<file path="src/inc/poc_pkg.sv">
// Purpose: constants for the position output and parameter control block
// Assumes: one 20 MHz clock, distances in micrometres, velocities in um/s
// Notes: parameter ids select the target of a parameter write
package poc_pkg;
  // Parameter ids
  localparam logic [4:0] ID_PEN = 5'h00;
  localparam logic [4:0] ID_PWON = 5'h01;
  localparam logic [4:0] ID_PWDIG = 5'h02;
  localparam logic [4:0] ID_UNLOCK = 5'h03;
  localparam logic [4:0] ID_BAUD = 5'h04;
  localparam logic [4:0] ID_PRES = 5'h05;
  localparam logic [4:0] ID_VRES = 5'h06;
  localparam logic [4:0] ID_UNIT = 5'h07;
  localparam logic [4:0] ID_DIR = 5'h08;
  localparam logic [4:0] ID_OFFS = 5'h09;
  localparam logic [4:0] ID_PRESET = 5'h0A;
  localparam logic [4:0] ID_FREE = 5'h0B;
  localparam logic [4:0] ID_EDON = 5'h0C;
  localparam logic [4:0] ID_EDMS = 5'h0D;
  localparam logic [4:0] ID_ESUB = 5'h0E;
  localparam logic [4:0] ID_NODE = 5'h0F;
  localparam logic [4:0] ID_BUSON = 5'h10;
  localparam logic [4:0] ID_IN0 = 5'h11;
  localparam logic [4:0] ID_IN1 = 5'h12;
  localparam logic [4:0] ID_DEFLT = 5'h13;
  // Master code, BCD
  localparam logic [15:0] MASTER_PW = 16'h2301;
  // Baud codes 0..6 = 20,50,125,250,500,800,1000 kbit/s
  localparam logic [2:0] BAUD_DEF = 3'h2;
  localparam logic [2:0] BAUD_MAX = 3'h6;
  // Step codes 0..3 fixed steps, 4 free
  localparam logic [2:0] RES_FREE = 3'h4;
  localparam logic [2:0] PRES_DEF = 3'h2;
  localparam logic [2:0] VRES_DEF = 3'h0;
  localparam logic [31:0] PDIV_0 = 32'h0000000A;
  localparam logic [31:0] PDIV_1 = 32'h00000064;
  localparam logic [31:0] PDIV_2 = 32'h000003E8;
  localparam logic [31:0] PDIV_3 = 32'h00002710;
  localparam logic [31:0] VDIV_0 = 32'h000003E8;
  localparam logic [31:0] VDIV_1 = 32'h00002710;
  localparam logic [31:0] VDIV_2 = 32'h000186A0;
  localparam logic [31:0] VDIV_3 = 32'h000F4240;
  // Micrometres per mm and per inch/100
  localparam logic [31:0] UM_PER_MM = 32'h000003E8;
  localparam logic [31:0] UM_PER_CIN = 32'h000000FE;
  // Free resolution range and default, error delay and node defaults
  localparam logic [15:0] FREE_MIN = 16'h0005;
  localparam logic [15:0] FREE_MAX = 16'hC350;
  localparam logic [15:0] FREE_DEF = 16'h03E8;
  localparam logic [15:0] EDMS_DEF = 16'h0064;
  localparam logic [6:0] NODE_DEF = 7'h01;
  // Input functions
  localparam logic [1:0] FN_NONE = 2'h0;
  localparam logic [1:0] FN_PRESET = 2'h1;
  localparam logic [1:0] FN_LASER = 2'h2;
  // Millisecond tick and divider step count
  localparam int CLK_NS = 50;
  localparam int TICK_US = 1000;
  localparam int TICK_CYC = TICK_US * 1000 / CLK_NS;
  localparam logic [5:0] DIV_STEPS = 6'h20;
  // Compute sequencer and error handling states
  typedef enum logic [2:0] {CS_IDLE = 3'b001, CS_POS = 3'b010, CS_VEL = 3'b100} poc_cs_t;
  typedef enum logic [2:0] {ES_OK = 3'b001, ES_HOLD = 3'b010, ES_SUBST = 3'b100} poc_es_t;
endpackage

</file>
<file path="src/verilog/poc_top.sv">
// Purpose: parameter protection, bus settings and position output shaping
// Assumes: inputs synchronous to MCLK; distance and velocity in um and um/s
// Notes: outputs update after two divisions following a good sample
`timescale 1ns/1ps
`default_nettype none
module poc_top #(
  parameter int TICK_CYC = poc_pkg::TICK_CYC // Cycles per millisecond
) (
  input wire logic MCLK, // 20 MHz clock
  input wire logic RESET_N, // Async reset, low
  input wire logic CE, // Clock enable
  input wire logic PAR_WR, // Parameter write strobe
  input wire logic PAR_BUS, // Write comes from field bus
  input wire logic [4:0] PAR_ID, // Parameter id
  input wire logic [31:0] PAR_DATA, // Parameter value
  input wire logic MEAS_VALID, // New sample strobe
  input wire logic MEAS_ERR, // Sample is implausible
  input wire logic [31:0] MEAS_DIST, // Distance, um, signed
  input wire logic [31:0] MEAS_VEL, // Velocity, um/s, signed
  input wire logic [1:0] SW_IN, // Switching inputs
  output logic [31:0] POS_OUT, // Scaled position
  output logic [31:0] VEL_OUT, // Scaled velocity
  output logic OUT_VALID, // New output pulse
  output logic POS_ERR, // Error handling active
  output logic PAR_EN, // Parameter enable, high = enabled
  output logic PW_OK, // Password matched
  output logic PAR_REJ, // Write refused pulse
  output logic LANG_EN, // English selected pulse
  output logic [2:0] BAUD_SEL, // Bit rate code
  output logic [6:0] NODE_ID, // Bus node address
  output logic BUS_ACT, // Bus interface on
  output logic UNIT_INCH, // Inch unit selected
  output logic LASER_ON // Laser enable
);
  ////////////////////////////////////////////////////////////////////////////
  // Configuration
  logic en_q, en_d, pwon_q, pwon_d, unl_q, unl_d, rej_q, rej_d, lang_q, lang_d;
  logic [15:0] pw_q, pw_d, free_q, free_d, edms_q, edms_d;
  logic [2:0] baud_q, baud_d, pres_q, pres_d, vres_q, vres_d;
  logic unit_q, unit_d, dir_q, dir_d, edon_q, edon_d, esub_q, esub_d, bus_q, bus_d;
  logic [31:0] offs_q, offs_d, pset_q, pset_d, pcor_q, pcor_d;
  logic pact_q, pact_d, laser_q, laser_d;
  logic [6:0] node_q, node_d;
  logic [1:0] fn_q [2];
  logic [1:0] fn_d [2];
  logic [1:0] pol_q, pol_d, act_prev_q, act_prev_d, act;
  logic menu_ok, pv_id, ok, teach;
  logic [31:0] raw_q, unit_um, pset_um;

  assign act = SW_IN ^ ~pol_q; // Active level per polarity, 0 = low active
  assign unit_um = unit_q ? poc_pkg::UM_PER_CIN : poc_pkg::UM_PER_MM;
  assign pset_um = 32'(pset_q * unit_um);

  // Access check, parameter writes, teach and defaults
  always_comb begin
    en_d = en_q;
    pwon_d = pwon_q;
    unl_d = unl_q;
    pw_d = pw_q;
    baud_d = baud_q;
    pres_d = pres_q;
    vres_d = vres_q;
    unit_d = unit_q;
    dir_d = dir_q;
    offs_d = offs_q;
    pset_d = pset_q;
    pcor_d = pcor_q;
    pact_d = pact_q;
    free_d = free_q;
    edon_d = edon_q;
    edms_d = edms_q;
    esub_d = esub_q;
    node_d = node_q;
    bus_d = bus_q;
    fn_d = fn_q;
    pol_d = pol_q;
    act_prev_d = act;
    rej_d = 1'b0;
    lang_d = 1'b0;
    laser_d = 1'b1;
    teach = 1'b0;
    menu_ok = en_q && (!pwon_q || unl_q);
    pv_id = (PAR_ID >= poc_pkg::ID_UNIT) && (PAR_ID <= poc_pkg::ID_ESUB);
    ok = PAR_BUS ? pv_id : (menu_ok || PAR_ID == poc_pkg::ID_PEN || PAR_ID == poc_pkg::ID_UNLOCK);
    for (int i = 0; i < 2; i++) begin
      if (fn_q[i] == poc_pkg::FN_LASER && act[i]) laser_d = 1'b0;
      if (fn_q[i] == poc_pkg::FN_PRESET && act[i] && !act_prev_q[i]) teach = 1'b1;
    end
    if (teach) begin
      pact_d = 1'b1; // Preset replaces offset from now on
      pcor_d = pset_um - raw_q;
    end
    if (PAR_WR && !ok) rej_d = 1'b1;
    if (PAR_WR && ok) begin
      case (PAR_ID)
        poc_pkg::ID_PEN: begin
          en_d = PAR_DATA[0];
          if (!PAR_DATA[0]) unl_d = 1'b0;
        end
        poc_pkg::ID_PWON: begin
          pwon_d = PAR_DATA[0];
          unl_d = 1'b1;
        end
        poc_pkg::ID_PWDIG: begin
          if (PAR_DATA[3:0] > 4'h9) rej_d = 1'b1;
          else pw_d[{PAR_DATA[5:4], 2'b00} +: 4] = PAR_DATA[3:0];
        end
        poc_pkg::ID_UNLOCK: begin
          if (en_q && (PAR_DATA[15:0] == pw_q || PAR_DATA[15:0] == poc_pkg::MASTER_PW)) unl_d = 1'b1;
          else rej_d = 1'b1;
        end
        poc_pkg::ID_BAUD: begin
          if (PAR_DATA[2:0] > poc_pkg::BAUD_MAX || PAR_DATA[31:3] != 29'h00000000) rej_d = 1'b1;
          else baud_d = PAR_DATA[2:0];
        end
        poc_pkg::ID_PRES: begin
          if (PAR_DATA[2:0] > poc_pkg::RES_FREE) rej_d = 1'b1;
          else pres_d = PAR_DATA[2:0];
        end
        poc_pkg::ID_VRES: begin
          if (PAR_DATA[2:0] > poc_pkg::RES_FREE) rej_d = 1'b1;
          else vres_d = PAR_DATA[2:0];
        end
        poc_pkg::ID_UNIT: unit_d = PAR_DATA[0];
        poc_pkg::ID_DIR: dir_d = PAR_DATA[0];
        poc_pkg::ID_OFFS: offs_d = PAR_DATA;
        poc_pkg::ID_PRESET: pset_d = PAR_DATA;
        poc_pkg::ID_FREE: begin
          if (PAR_DATA[31:16] != 16'h0000 || PAR_DATA[15:0] < poc_pkg::FREE_MIN ||
              PAR_DATA[15:0] > poc_pkg::FREE_MAX) rej_d = 1'b1;
          else free_d = PAR_DATA[15:0];
        end
        poc_pkg::ID_EDON: edon_d = PAR_DATA[0];
        poc_pkg::ID_EDMS: edms_d = PAR_DATA[15:0];
        poc_pkg::ID_ESUB: esub_d = PAR_DATA[0];
        poc_pkg::ID_NODE: begin
          if (PAR_DATA[6:0] == 7'h00 || PAR_DATA[31:7] != 25'h0000000) rej_d = 1'b1;
          else node_d = PAR_DATA[6:0];
        end
        poc_pkg::ID_BUSON: bus_d = PAR_DATA[0];
        poc_pkg::ID_IN0, poc_pkg::ID_IN1: begin
          if (PAR_DATA[1:0] == 2'h3) rej_d = 1'b1;
          else begin
            fn_d[PAR_ID[1]] = PAR_DATA[1:0];
            pol_d[PAR_ID[1]] = PAR_DATA[2];
          end
        end
        poc_pkg::ID_DEFLT: begin
          en_d = 1'b0; // Everything back to standard at once
          pwon_d = 1'b0;
          unl_d = 1'b0;
          pw_d = 16'h0000;
          baud_d = poc_pkg::BAUD_DEF;
          pres_d = poc_pkg::PRES_DEF;
          vres_d = poc_pkg::VRES_DEF;
          unit_d = 1'b0;
          dir_d = 1'b0;
          offs_d = 32'h00000000;
          pset_d = 32'h00000000;
          pcor_d = 32'h00000000;
          pact_d = 1'b0;
          free_d = poc_pkg::FREE_DEF;
          edon_d = 1'b1;
          edms_d = poc_pkg::EDMS_DEF;
          esub_d = 1'b0;
          node_d = poc_pkg::NODE_DEF;
          bus_d = 1'b1;
          fn_d = '{poc_pkg::FN_NONE, poc_pkg::FN_NONE};
          pol_d = 2'b00;
          lang_d = 1'b1;
        end
        default: rej_d = 1'b1;
      endcase
    end
  end

  // Configuration registers
  always_ff @(posedge MCLK or negedge RESET_N) begin
    if (!RESET_N) begin
      en_q <= 1'b0;
      pwon_q <= 1'b0;
      unl_q <= 1'b0;
      pw_q <= 16'h0000;
      baud_q <= poc_pkg::BAUD_DEF;
      pres_q <= poc_pkg::PRES_DEF;
      vres_q <= poc_pkg::VRES_DEF;
      unit_q <= 1'b0;
      dir_q <= 1'b0;
      offs_q <= 32'h00000000;
      pset_q <= 32'h00000000;
      pcor_q <= 32'h00000000;
      pact_q <= 1'b0;
      free_q <= poc_pkg::FREE_DEF;
      edon_q <= 1'b1;
      edms_q <= poc_pkg::EDMS_DEF;
      esub_q <= 1'b0;
      node_q <= poc_pkg::NODE_DEF;
      bus_q <= 1'b1;
      fn_q <= '{poc_pkg::FN_NONE, poc_pkg::FN_NONE};
      pol_q <= 2'b00;
      act_prev_q <= 2'b00;
      rej_q <= 1'b0;
      lang_q <= 1'b0;
      laser_q <= 1'b1;
    end else if (CE) begin
      en_q <= en_d;
      pwon_q <= pwon_d;
      unl_q <= unl_d;
      pw_q <= pw_d;
      baud_q <= baud_d;
      pres_q <= pres_d;
      vres_q <= vres_d;
      unit_q <= unit_d;
      dir_q <= dir_d;
      offs_q <= offs_d;
      pset_q <= pset_d;
      pcor_q <= pcor_d;
      pact_q <= pact_d;
      free_q <= free_d;
      edon_q <= edon_d;
      edms_q <= edms_d;
      esub_q <= esub_d;
      node_q <= node_d;
      bus_q <= bus_d;
      fn_q <= fn_d;
      pol_q <= pol_d;
      act_prev_q <= act_prev_d;
      rej_q <= rej_d;
      lang_q <= lang_d;
      laser_q <= laser_d;
    end
  end

  ////////////////////////////////////////////////////////////////////////////
  // Error delay handling
  poc_pkg::poc_es_t es_q, es_d;
  logic [15:0] ms_q, ms_d;
  logic [14:0] tick_q, tick_d;
  logic good, bad;
  assign good = MEAS_VALID && !MEAS_ERR;
  assign bad = MEAS_VALID && MEAS_ERR;

  // Hold, then substitute, after an implausible sample
  always_comb begin
    es_d = es_q;
    ms_d = ms_q;
    tick_d = tick_q;
    case (es_q)
      poc_pkg::ES_OK: begin
        ms_d = 16'h0000;
        tick_d = 15'h0000;
        if (bad) es_d = edon_q ? poc_pkg::ES_HOLD : poc_pkg::ES_SUBST;
      end
      poc_pkg::ES_HOLD: begin
        if (good) es_d = poc_pkg::ES_OK;
        else if (ms_q >= edms_q) es_d = poc_pkg::ES_SUBST;
        else if (tick_q == 15'(TICK_CYC - 1)) begin
          tick_d = 15'h0000;
          ms_d = ms_q + 16'h0001;
        end else tick_d = tick_q + 15'h0001;
      end
      poc_pkg::ES_SUBST: if (good) es_d = poc_pkg::ES_OK;
      default: es_d = poc_pkg::ES_OK;
    endcase
  end

  // Error registers
  always_ff @(posedge MCLK or negedge RESET_N) begin
    if (!RESET_N) begin
      es_q <= poc_pkg::ES_OK;
      ms_q <= 16'h0000;
      tick_q <= 15'h0000;
    end else if (CE) begin
      es_q <= es_d;
      ms_q <= ms_d;
      tick_q <= tick_d;
    end
  end

  ////////////////////////////////////////////////////////////////////////////
  // Position and velocity scaling
  poc_pkg::poc_cs_t cs_q, cs_d;
  logic [31:0] pos_q, pos_d, vel_q, vel_d, praw_q, praw_d, vin_q, vin_d, raw_d, sum;
  logic [31:0] div_a, div_b, quot, pdiv, vdiv;
  logic ov_q, ov_d, div_go, div_done, psgn_q, psgn_d;

  // Divisor per selected step; free value used only when chosen
  always_comb begin
    case (pres_q)
      3'h0: pdiv = poc_pkg::PDIV_0;
      3'h1: pdiv = poc_pkg::PDIV_1;
      3'h2: pdiv = unit_q ? poc_pkg::UM_PER_CIN : poc_pkg::PDIV_2;
      3'h3: pdiv = poc_pkg::PDIV_3;
      default: pdiv = {16'h0000, free_q};
    endcase
    case (vres_q)
      3'h0: vdiv = poc_pkg::VDIV_0;
      3'h1: vdiv = poc_pkg::VDIV_1;
      3'h2: vdiv = poc_pkg::VDIV_2;
      3'h3: vdiv = poc_pkg::VDIV_3;
      default: vdiv = {16'h0000, free_q};
    endcase
  end

  // Correct, split sign, divide, restore sign
  always_comb begin
    cs_d = cs_q;
    pos_d = pos_q;
    vel_d = vel_q;
    praw_d = praw_q;
    vin_d = vin_q;
    psgn_d = psgn_q;
    raw_d = raw_q;
    ov_d = 1'b0;
    div_go = 1'b0;
    div_a = 32'h00000000;
    div_b = vdiv;
    raw_d = dir_q ? -MEAS_DIST : MEAS_DIST;
    sum = raw_d + (pact_q ? pcor_q : 32'(offs_q * unit_um));
    if (es_q == poc_pkg::ES_SUBST && !esub_q) pos_d = 32'h00000000;
    case (cs_q)
      poc_pkg::CS_IDLE: begin
        if (!good) raw_d = raw_q;
        else begin
          praw_d = sum;
          vin_d = dir_q ? -MEAS_VEL : MEAS_VEL;
          psgn_d = sum[31];
          div_go = 1'b1;
          div_a = sum[31] ? -sum : sum;
          div_b = pdiv;
          cs_d = poc_pkg::CS_POS;
        end
      end
      poc_pkg::CS_POS: begin
        raw_d = raw_q;
        if (div_done) begin
          praw_d = psgn_q ? -quot : quot;
          psgn_d = vin_q[31];
          div_go = 1'b1;
          div_a = vin_q[31] ? -vin_q : vin_q;
          cs_d = poc_pkg::CS_VEL;
        end
      end
      poc_pkg::CS_VEL: begin
        raw_d = raw_q;
        if (div_done) begin
          pos_d = praw_q;
          vel_d = psgn_q ? -quot : quot;
          ov_d = 1'b1;
          cs_d = poc_pkg::CS_IDLE;
        end
      end
      default: begin
        raw_d = raw_q;
        cs_d = poc_pkg::CS_IDLE;
      end
    endcase
  end

  // Scaling registers
  always_ff @(posedge MCLK or negedge RESET_N) begin
    if (!RESET_N) begin
      cs_q <= poc_pkg::CS_IDLE;
      pos_q <= 32'h00000000;
      vel_q <= 32'h00000000;
      praw_q <= 32'h00000000;
      vin_q <= 32'h00000000;
      psgn_q <= 1'b0;
      raw_q <= 32'h00000000;
      ov_q <= 1'b0;
    end else if (CE) begin
      cs_q <= cs_d;
      pos_q <= pos_d;
      vel_q <= vel_d;
      praw_q <= praw_d;
      vin_q <= vin_d;
      psgn_q <= psgn_d;
      raw_q <= raw_d;
      ov_q <= ov_d;
    end
  end

  // Shared divider
  poc_div u_div (
    .clk(MCLK),
    .rst_n(RESET_N),
    .ce(CE),
    .start(div_go),
    .dividend(div_a),
    .divisor(div_b),
    .done(div_done),
    .quot(quot)
  );

  // Outputs, all from flip-flops
  always_ff @(posedge MCLK or negedge RESET_N) begin
    if (!RESET_N) POS_ERR <= 1'b0;
    else if (CE) POS_ERR <= (es_d != poc_pkg::ES_OK);
  end
  assign POS_OUT = pos_q;
  assign VEL_OUT = vel_q;
  assign OUT_VALID = ov_q;
  assign PAR_EN = en_q;
  assign PW_OK = unl_q;
  assign PAR_REJ = rej_q;
  assign LANG_EN = lang_q;
  assign BAUD_SEL = baud_q;
  assign NODE_ID = node_q;
  assign BUS_ACT = bus_q;
  assign UNIT_INCH = unit_q;
  assign LASER_ON = laser_q;
endmodule // poc_top
`default_nettype wire

</file>
<file path="src/verilog/poc_div.sv">
// Purpose: sequential unsigned 32-bit divider, one quotient bit per cycle
// Assumes: divisor never zero
// Notes: done pulses one cycle with quot valid
`timescale 1ns/1ps
`default_nettype none
module poc_div (
  input wire logic clk, // Clock
  input wire logic rst_n, // Async reset, low
  input wire logic ce, // Clock enable
  input wire logic start, // Start pulse
  input wire logic [31:0] dividend, // Numerator
  input wire logic [31:0] divisor, // Denominator
  output logic done, // Result pulse
  output logic [31:0] quot // Quotient
);
  logic [32:0] rem_q, rem_d, trial;
  logic [31:0] quo_q, quo_d, div_q, div_d;
  logic [5:0] cnt_q, cnt_d;
  logic busy_q, busy_d, done_q, done_d;

  // Next state of the shift-subtract loop
  always_comb begin
    rem_d = rem_q;
    quo_d = quo_q;
    div_d = div_q;
    cnt_d = cnt_q;
    busy_d = busy_q;
    done_d = 1'b0;
    trial = {rem_q[31:0], quo_q[31]};
    if (start) begin
      rem_d = 33'h000000000;
      quo_d = dividend;
      div_d = divisor;
      cnt_d = poc_pkg::DIV_STEPS;
      busy_d = 1'b1;
    end else if (busy_q) begin
      if (trial >= {1'b0, div_q}) begin
        rem_d = trial - {1'b0, div_q};
        quo_d = {quo_q[30:0], 1'b1};
      end else begin
        rem_d = trial;
        quo_d = {quo_q[30:0], 1'b0};
      end
      cnt_d = cnt_q - 6'h01;
      if (cnt_q == 6'h01) begin
        busy_d = 1'b0;
        done_d = 1'b1;
      end
    end
  end

  // Registers
  always_ff @(posedge clk or negedge rst_n) begin
    if (!rst_n) begin
      rem_q <= 33'h000000000;
      quo_q <= 32'h00000000;
      div_q <= 32'h00000001;
      cnt_q <= 6'h00;
      busy_q <= 1'b0;
      done_q <= 1'b0;
    end else if (ce) begin
      rem_q <= rem_d;
      quo_q <= quo_d;
      div_q <= div_d;
      cnt_q <= cnt_d;
      busy_q <= busy_d;
      done_q <= done_d;
    end
  end

  assign done = done_q;
  assign quot = quo_q;
endmodule // poc_div
`default_nettype wire

</file>
<file path="config.mk">
export PLATFORM = sky130hd
export DESIGN_NAME = poc_top
export DESIGN_NICKNAME = d
export VERILOG_FILES = /design/src/inc/poc_pkg.sv /design/src/verilog/poc_top.sv /design/src/verilog/poc_div.sv
export SDC_FILE = /design/constraint.sdc
export NUM_CORES = 2
export LEC_CHECK = 0
export BUFFER_PORTS_ARGS = -buffer_cell sky130_fd_sc_hd__buf_4
export CAP_MARGIN = 30
export CELL_PAD_IN_SITES_DETAIL_PLACEMENT = 0
export CELL_PAD_IN_SITES_GLOBAL_PLACEMENT = 1
export CORE_UTILIZATION = 28
export DETAILED_ROUTE_END_ITERATION = 7
export GPL_ROUTABILITY_DRIVEN = 0
export PLACE_DENSITY = 0.49
export SLEW_MARGIN = 20
export SYNTH_ARGS = -nofsm -noshare
export SYNTH_HDL_FRONTEND = slang
export SYNTH_SLANG_ARGS = --single-unit
</file>
<file path="constraint.sdc">
create_clock -name MCLK -period 17.5 [get_ports MCLK]
set_input_delay 1.75 -clock MCLK [delete_from_list [all_inputs] [get_ports MCLK]]
set_output_delay 1.75 -clock MCLK [all_outputs]
set_load 0.1 [all_outputs]
</file>
-- After elaboration in Yosys (flattened, before gate mapping)
Index checks and enable logic that the tools add are counted.
- logic and storage cells: 336
- bits in registers: 484
- output and inout port bits: 83
- input bits: 110
- mux-type cells: 117
- eq/ne operators: 56
- bitwise logic cells: 3
- shifts and indexed selects: 2
- add/sub/neg operators: 12
- $lt $le $gt $ge: 13
- reductions and logical operators: 87
- multiply operators: 2
- operator list (cell ; number):
    2-to-1 mux 32 bit ; 23
    one-hot mux 32 bit (2 select lines) ; 4
    negator 32 bit ; 5
    one-hot mux 16 bit (2 select lines) ; 4
    2-to-1 mux 16 bit ; 5
    one-hot mux 20 bit (4 select lines) ; 1
    one-hot mux 16 bit (4 select lines) ; 1
    subtractor 32 bit ; 2
    2-to-1 mux 15 bit ; 3
    equality test 5 x 4 -> 1 bit (second input constant) ; 8
    AND reduction 4 bit ; 10
    nonzero test 2 bit ; 20
    AND reduction 3 bit ; 12
    2-to-1 mux 1 bit ; 34
    greater-or-equal comparator 33 x 32 -> 1 bit ; 1
    adder 32 bit ; 1
    multiplier 32 x 10 -> 32 bit ; 1
    multiplier 32 x 32 -> 32 bit ; 1
    2-to-1 mux 3 bit ; 10
    one-hot mux 15 bit (2 select lines) ; 1
    nonzero test 29 bit ; 1
    nonzero test 25 bit ; 1
    inequality test 2 bit (second input constant) ; 12
    equality test 5 x 3 -> 1 bit (second input constant) ; 4
    other kinds (64) ; 127

-- Longest topological paths before layout
- word-level depth: 12
- depth in mapped cells: 36
- mapped depth without buffers: 33

-- Hierarchy
From an unflattened synthesis, not the netlist that was laid out.
- cells, all modules: 4401
- area total of the unflattened synthesis: 41056.9 sq um
- by module, submodules not included (module ; cells an instance ; sequential area each (sq um) ; area an instance (sq um) ; times used):
    poc_top ; 3783 ; 9480.3 ; 34952.3 ; 1
    poc_div ; 618 ; 2603.7 ; 6104.6 ; 1

-- Worst setup path after synthesis
No wires, ideal clock.
- kind: reg2reg
- start: register unit_q (netlist: UNIT_INCH)
- end: register u_div.quo_q[17] (netlist: u_div.quot[17])
- required time: 17361 ps
- period minus slack after synthesis: 8994 ps
- stages on the path, launching flop included: 35
- path buffers: 5
- library setup time: 139 ps
- slack: 8506 ps
- data arrival time: 8855 ps
- path through: dfrtp_1 clkbuf_1 clkbuf_1 clkbuf_1 and2_1 fa_1 fa_1 inv_1 fa_1 inv_1 fa_1 ha_1 ha_1 nor2b_1 o21ai_0 a21boi_1 o21a_1 o2111a_1 o41ai_1 o21ai_0 o21ai_0 ha_1 clkbuf_1 a21o_1 a21o_1 a21oi_1 o21ai_0 a41o_1 a211oi_1 xnor2_1 xor2_1 buf_6 o31ai_1 xor2_1 o22ai_1
- cells in the longest elaborated chain, start to end: 9
- ends and longest elaborated chain (item ; RTL line ; source):
    start, declared ; poc_top.sv:40 ; logic unit_q, unit_d, dir_q, dir_d, edon_q, edon_d, esub_q, esub_d, bus_q, bus_d;
    start signal, assigned ; poc_top.sv:213 ; unit_q <= unit_d;
    2-to-1 mux 10 bit (*) ; poc_top.sv:51 ; assign unit_um = unit_q ? poc_pkg::UM_PER_CIN : poc_pkg::UM_PER_MM;
    multiplier 32 x 10 -> 32 bit (*) ; poc_top.sv:319 ; sum = raw_d + (pact_q ? pcor_q : 32'(offs_q * unit_um));
    2-to-1 mux 32 bit (*) ; poc_top.sv:319 ;
    adder 32 bit (*) ; poc_top.sv:319 ;
    negator 32 bit ; poc_top.sv:329 ; div_a = sum[31] ? -sum : sum;
    2-to-1 mux 32 bit (*) ; poc_top.sv:329 ;
    2-to-1 mux 32 bit (*) ; poc_top.sv:323 ; if (!good) raw_d = raw_q;
    one-hot mux 32 bit (2 select lines) (*) ; poc_top.sv:321 ; case (cs_q)
    2-to-1 mux 32 bit (*) ; poc_div.sv:30 ; if (start) begin
    end signal, assigned ; poc_div.sv:63 ; quo_q <= quo_d;
    end, declared ; poc_div.sv:17 ; logic [31:0] quo_q, quo_d, div_q, div_d;
Every way passes the cells marked *; elsewhere a longest branch is shown, timed or not.
A chain may end at the register's enable or synchronous reset.

-- Final worst setup path
- start: register unit_q (netlist: UNIT_INCH)
- end: register u_div.quo_q[8] (netlist: u_div.quot[8])
Same word-level chain as after synthesis.

==> impl_metrics.env <==
export IMPL_status="finished, final reports clean"
export IMPL_endpoint_kind="flip-flop"
export IMPL_synth_ff_type="dfrtp_1"
export IMPL_critPathSlowestCell="xnor2_4"
export IMPL_setup_tns_final_ps=0
export IMPL_synth_compound_area_share_pct=15.40
export IMPL_cts_clk_slew_worst_paths_ps=60
export IMPL_rsz0062_at_grt="no"
export IMPL_path_common_cell="fa_1"
export IMPL_mappedNetlistArea_um2=39930
export IMPL_path_buf_inv=1
export IMPL_period_needed_ps=9259
export IMPL_fmax_mhz=108.0
export IMPL_max_slew_margin_pct=36.40
export IMPL_clock_latency_ps=670
export IMPL_r2r_end="u_div.quot[8]"
export IMPL_nNetsFinal=5186
export IMPL_synthMuxAreaShare_pct=1.724
export IMPL_finClkSkew_ps=42.62
export IMPL_cts_root_buffer="clkbuf_16"
export IMPL_ff2ff_setup_slack_ps=8240
export IMPL_cts_setup_buffers=0
export IMPL_min_from="u_div.div_q[0]"
export IMPL_initial_core_util_pct=28.20
export IMPL_worstHoldPathType="flip-flop to flip-flop"
export IMPL_worst_endpoint_required_ps=17990
export IMPL_drc=0
export IMPL_hold_buffers=0
export IMPL_cts_buffer_depth=3
export IMPL_hold_viol=0
export IMPL_dp_slack_ps=8188
export IMPL_vias=30970
export IMPL_dieArea_um2=144100
export IMPL_first_pass_iters=6
export IMPL_post_route_cells_drive_above_1_share_pct=10.16
export IMPL_synth_cell_type_count=85
export IMPL_synth_top_family_by_area="adder cells"
export IMPL_wl_mm=131.3
export IMPL_avgSynthCellArea_um2=9.151
export IMPL_synth_edf_count=0
export IMPL_setup_viol=0
export IMPL_synthArstFlopShare_pct=100.0
export IMPL_critPathMaxFanout=81
export IMPL_drt_vias_per_instance=4.818
export IMPL_timing_rr_start="UNIT_INCH"
export IMPL_cp_top_family="compound AO/OA/AOI/OAI gates"
export IMPL_portBuffers=192
export IMPL_seq_area_frac_synth_pct=29.39
export IMPL_postLayoutCoreUtil_pct=32.40
export IMPL_cp_start_kind="flip-flop"
export IMPL_synth_simple_gate_area_share_pct=15.43
export IMPL_grt_usage_pct=18.59
export IMPL_die_x_um=379.6
export IMPL_post_route_period_util_pct=52.91
export IMPL_clkSinkCount=468
export IMPL_min_to="u_div.div_q[0]"
export IMPL_cts_max_level=3
export IMPL_coreArea_um2=141600
export IMPL_worstHoldPathCells=2
export IMPL_grt_start_max_net_pins=97
export IMPL_synthAdderAreaFrac_pct=25.52
export IMPL_ys_ff_latch=468
export IMPL_rows=138
export IMPL_slowest_delay_ps=740
export IMPL_antenna_found_initial=4
export IMPL_area_delta_synth_final_pct=14.90
export IMPL_drtIter0Drc=1812
export IMPL_grt_overflow=0
export IMPL_die_h_um=379.6
export IMPL_detail_route_wl_per_cell_um=20.42
export IMPL_maxCapViolations=0
export IMPL_synth_xor_area_share_pct=6.835
export IMPL_syn_inst=4363
export IMPL_drtAntennaViolNets=0
export IMPL_critical_path_arrival_ps=9750
export IMPL_tightest_slew_ps=947.5
export IMPL_grt_pass1_vias=32510
export IMPL_placed_cell_area_um2=43500
export IMPL_drv_slew=0
export IMPL_top_level_ports=193
export IMPL_crit_type="flip-flop to flip-flop"
export IMPL_fin_area_um2=45880
export IMPL_fin_ws_ps=8241
export IMPL_cts_resized=0
export IMPL_reg2regPathDepth=25
export IMPL_hpwl_mm=102.7
export IMPL_grt_pass1_wl_mm=206.4
export IMPL_cts_made_buffers=67
export IMPL_ys_warn_count=0
export IMPL_cts_tree="built"
export IMPL_synth_nets=5064
## cell usage after synthesis, types with 8 or more instances
cell type	n	area, um2
a21oi_1	209	1046
nand3_1	69	345.3
mux2i_1	17	170.2
nor2_1	246	923.4
a21o_1	43	322.8
o31ai_1	79	593.1
nand3b_1	8	60.06
nand2_1	581	2181
nand2b_1	81	506.7
nor2b_1	27	168.9
xnor2_1	155	1358
a22o_1	10	87.58
dfrtp_1	450	11260
a22oi_1	8	60.06
fa_1	372	7447
buf_1	14	52.55
nor3b_1	13	97.59
clkbuf_1	176	660.6
o21ai_1	39	195.2
nor3_1	59	295.3
a31oi_1	29	181.4
a311oi_1	9	78.83
and3_1	15	93.84
o21bai_1	10	75.07
o21ai_0	379	1897
o31a_1	8	70.07
inv_1	408	1531
nand4_1	25	156.4
o22ai_1	22	137.6
xor2_1	149	1305
or3_1	45	281.5
a221oi_1	28	245.2
nor4_1	35	219.0
a211oi_1	14	105.1
o41ai_1	26	227.7
ha_1	219	2740
and2_1	69	431.7
mux2_2	46	518.0
or2_2	14	87.58
or4_1	21	157.7
o21a_1	23	172.7
dfstp_2	18	473.0
## registers in the layout, indices dropped and copies added, names as in the netlist, 32 cells and up
signal       cells
pcor_q          32
VEL_OUT         32
u_div.quot      32
praw_q          32
u_div.rem_q     32
vin_q           32
raw_q           32
POS_OUT         32
## worst min-delay path, stage by stage, from the launching register on
cell	delay (ps)
dfstp_2	370
nand2_1	50
nand2_1	40
## cell families after synthesis
group | Yosys count
AOI/OAI and AO/OA | 1007
xor gates and xnor gates | 307
adders and majority gates | 591
buffers and inverters | 602
DFF | 468
muxes | 63
and+or+nand+nor | 1325
## area by class of cell
cell class	instances	area [um2]
fill	14950	95710
multi-input combinational	3293	26030
sequential	468	11740
tap	1890	2365
clock buffer	103	2004
timing repair buffer	246	1954
inverter	409	1535
clock inverter	17	247.7
antenna	1	2.502
## worst max path at each step
stage	start	end	slack (ps)	cells past startpoint
finish	UNIT_INCH	u_div.quot[8]	8240	25
global route	UNIT_INCH	u_div.quot[8]	7480	25
CTS	UNIT_INCH	u_div.quot[8]	8160	25
detailed placement	UNIT_INCH	u_div.quot[23]	8190	25
global placement	UNIT_INCH	u_div.quot[23]	8280	25
floorplan	UNIT_INCH	u_div.quot[17]	8510	34
## routing by layer
metal  GRT usage (%)  share of wire (%)  routed length, um  vias to the layer above
met4           4.199                2.0               2672                        4
met1           25.59                 47              61870                    15370
met2           30.67                 48              62530                      453
li1                -                  -                  -                    15020
met5               0              0.024                 32                        -
met3           2.694                3.2               4169                      120
## metrics by stage
| step | hold WS (ps) | instances |
|---|---|---|
| floorplan | 436.7 | 4363 |
| detailed placement | 452.9 | 6301 |
| global route | 494.9 | 6426 |
| global placement | 454.6 | 6297 |
| finish | 458.2 | 6427 |
| CTS | 460.8 | 6421 |
## placed cells by master (no fill, tap or decap), drive strengths merged, types with 15 or more instances in the layout
| master | synthesis | routed |
|---|---|---|
| ha | 219 | 219 |
| o21ai | 418 | 418 |
| mux2i | 17 | 17 |
| nor2 | 246 | 246 |
| and2 | 69 | 69 |
| clkbuf | 176 | 103 |
| mux2 | 46 | 46 |
| o22ai | 23 | 23 |
| and3 | 15 | 15 |
| nor2b | 27 | 27 |
| nand2 | 581 | 581 |
| dfrtp | 450 | 450 |
| a21oi | 209 | 209 |
| dfstp | 18 | 18 |
| nand2b | 81 | 81 |
| nand4 | 25 | 25 |
| or2 | 15 | 15 |
| or3 | 46 | 46 |
| a31oi | 29 | 29 |
| or4 | 23 | 23 |
| o41ai | 26 | 26 |
| a221oi | 28 | 28 |
| inv | 408 | 413 |
| fa | 372 | 372 |
| nand3 | 69 | 69 |
| xor2 | 150 | 150 |
| xnor2 | 156 | 156 |
| buf | 17 | 245 |
| o21a | 23 | 23 |
| nor3 | 59 | 59 |
| a21o | 43 | 43 |
| o31ai | 80 | 80 |
| nor4 | 35 | 35 |
Power is not shown: default switching activity piles up to over one toggle a cycle in this logic, so the estimate is an artifact.
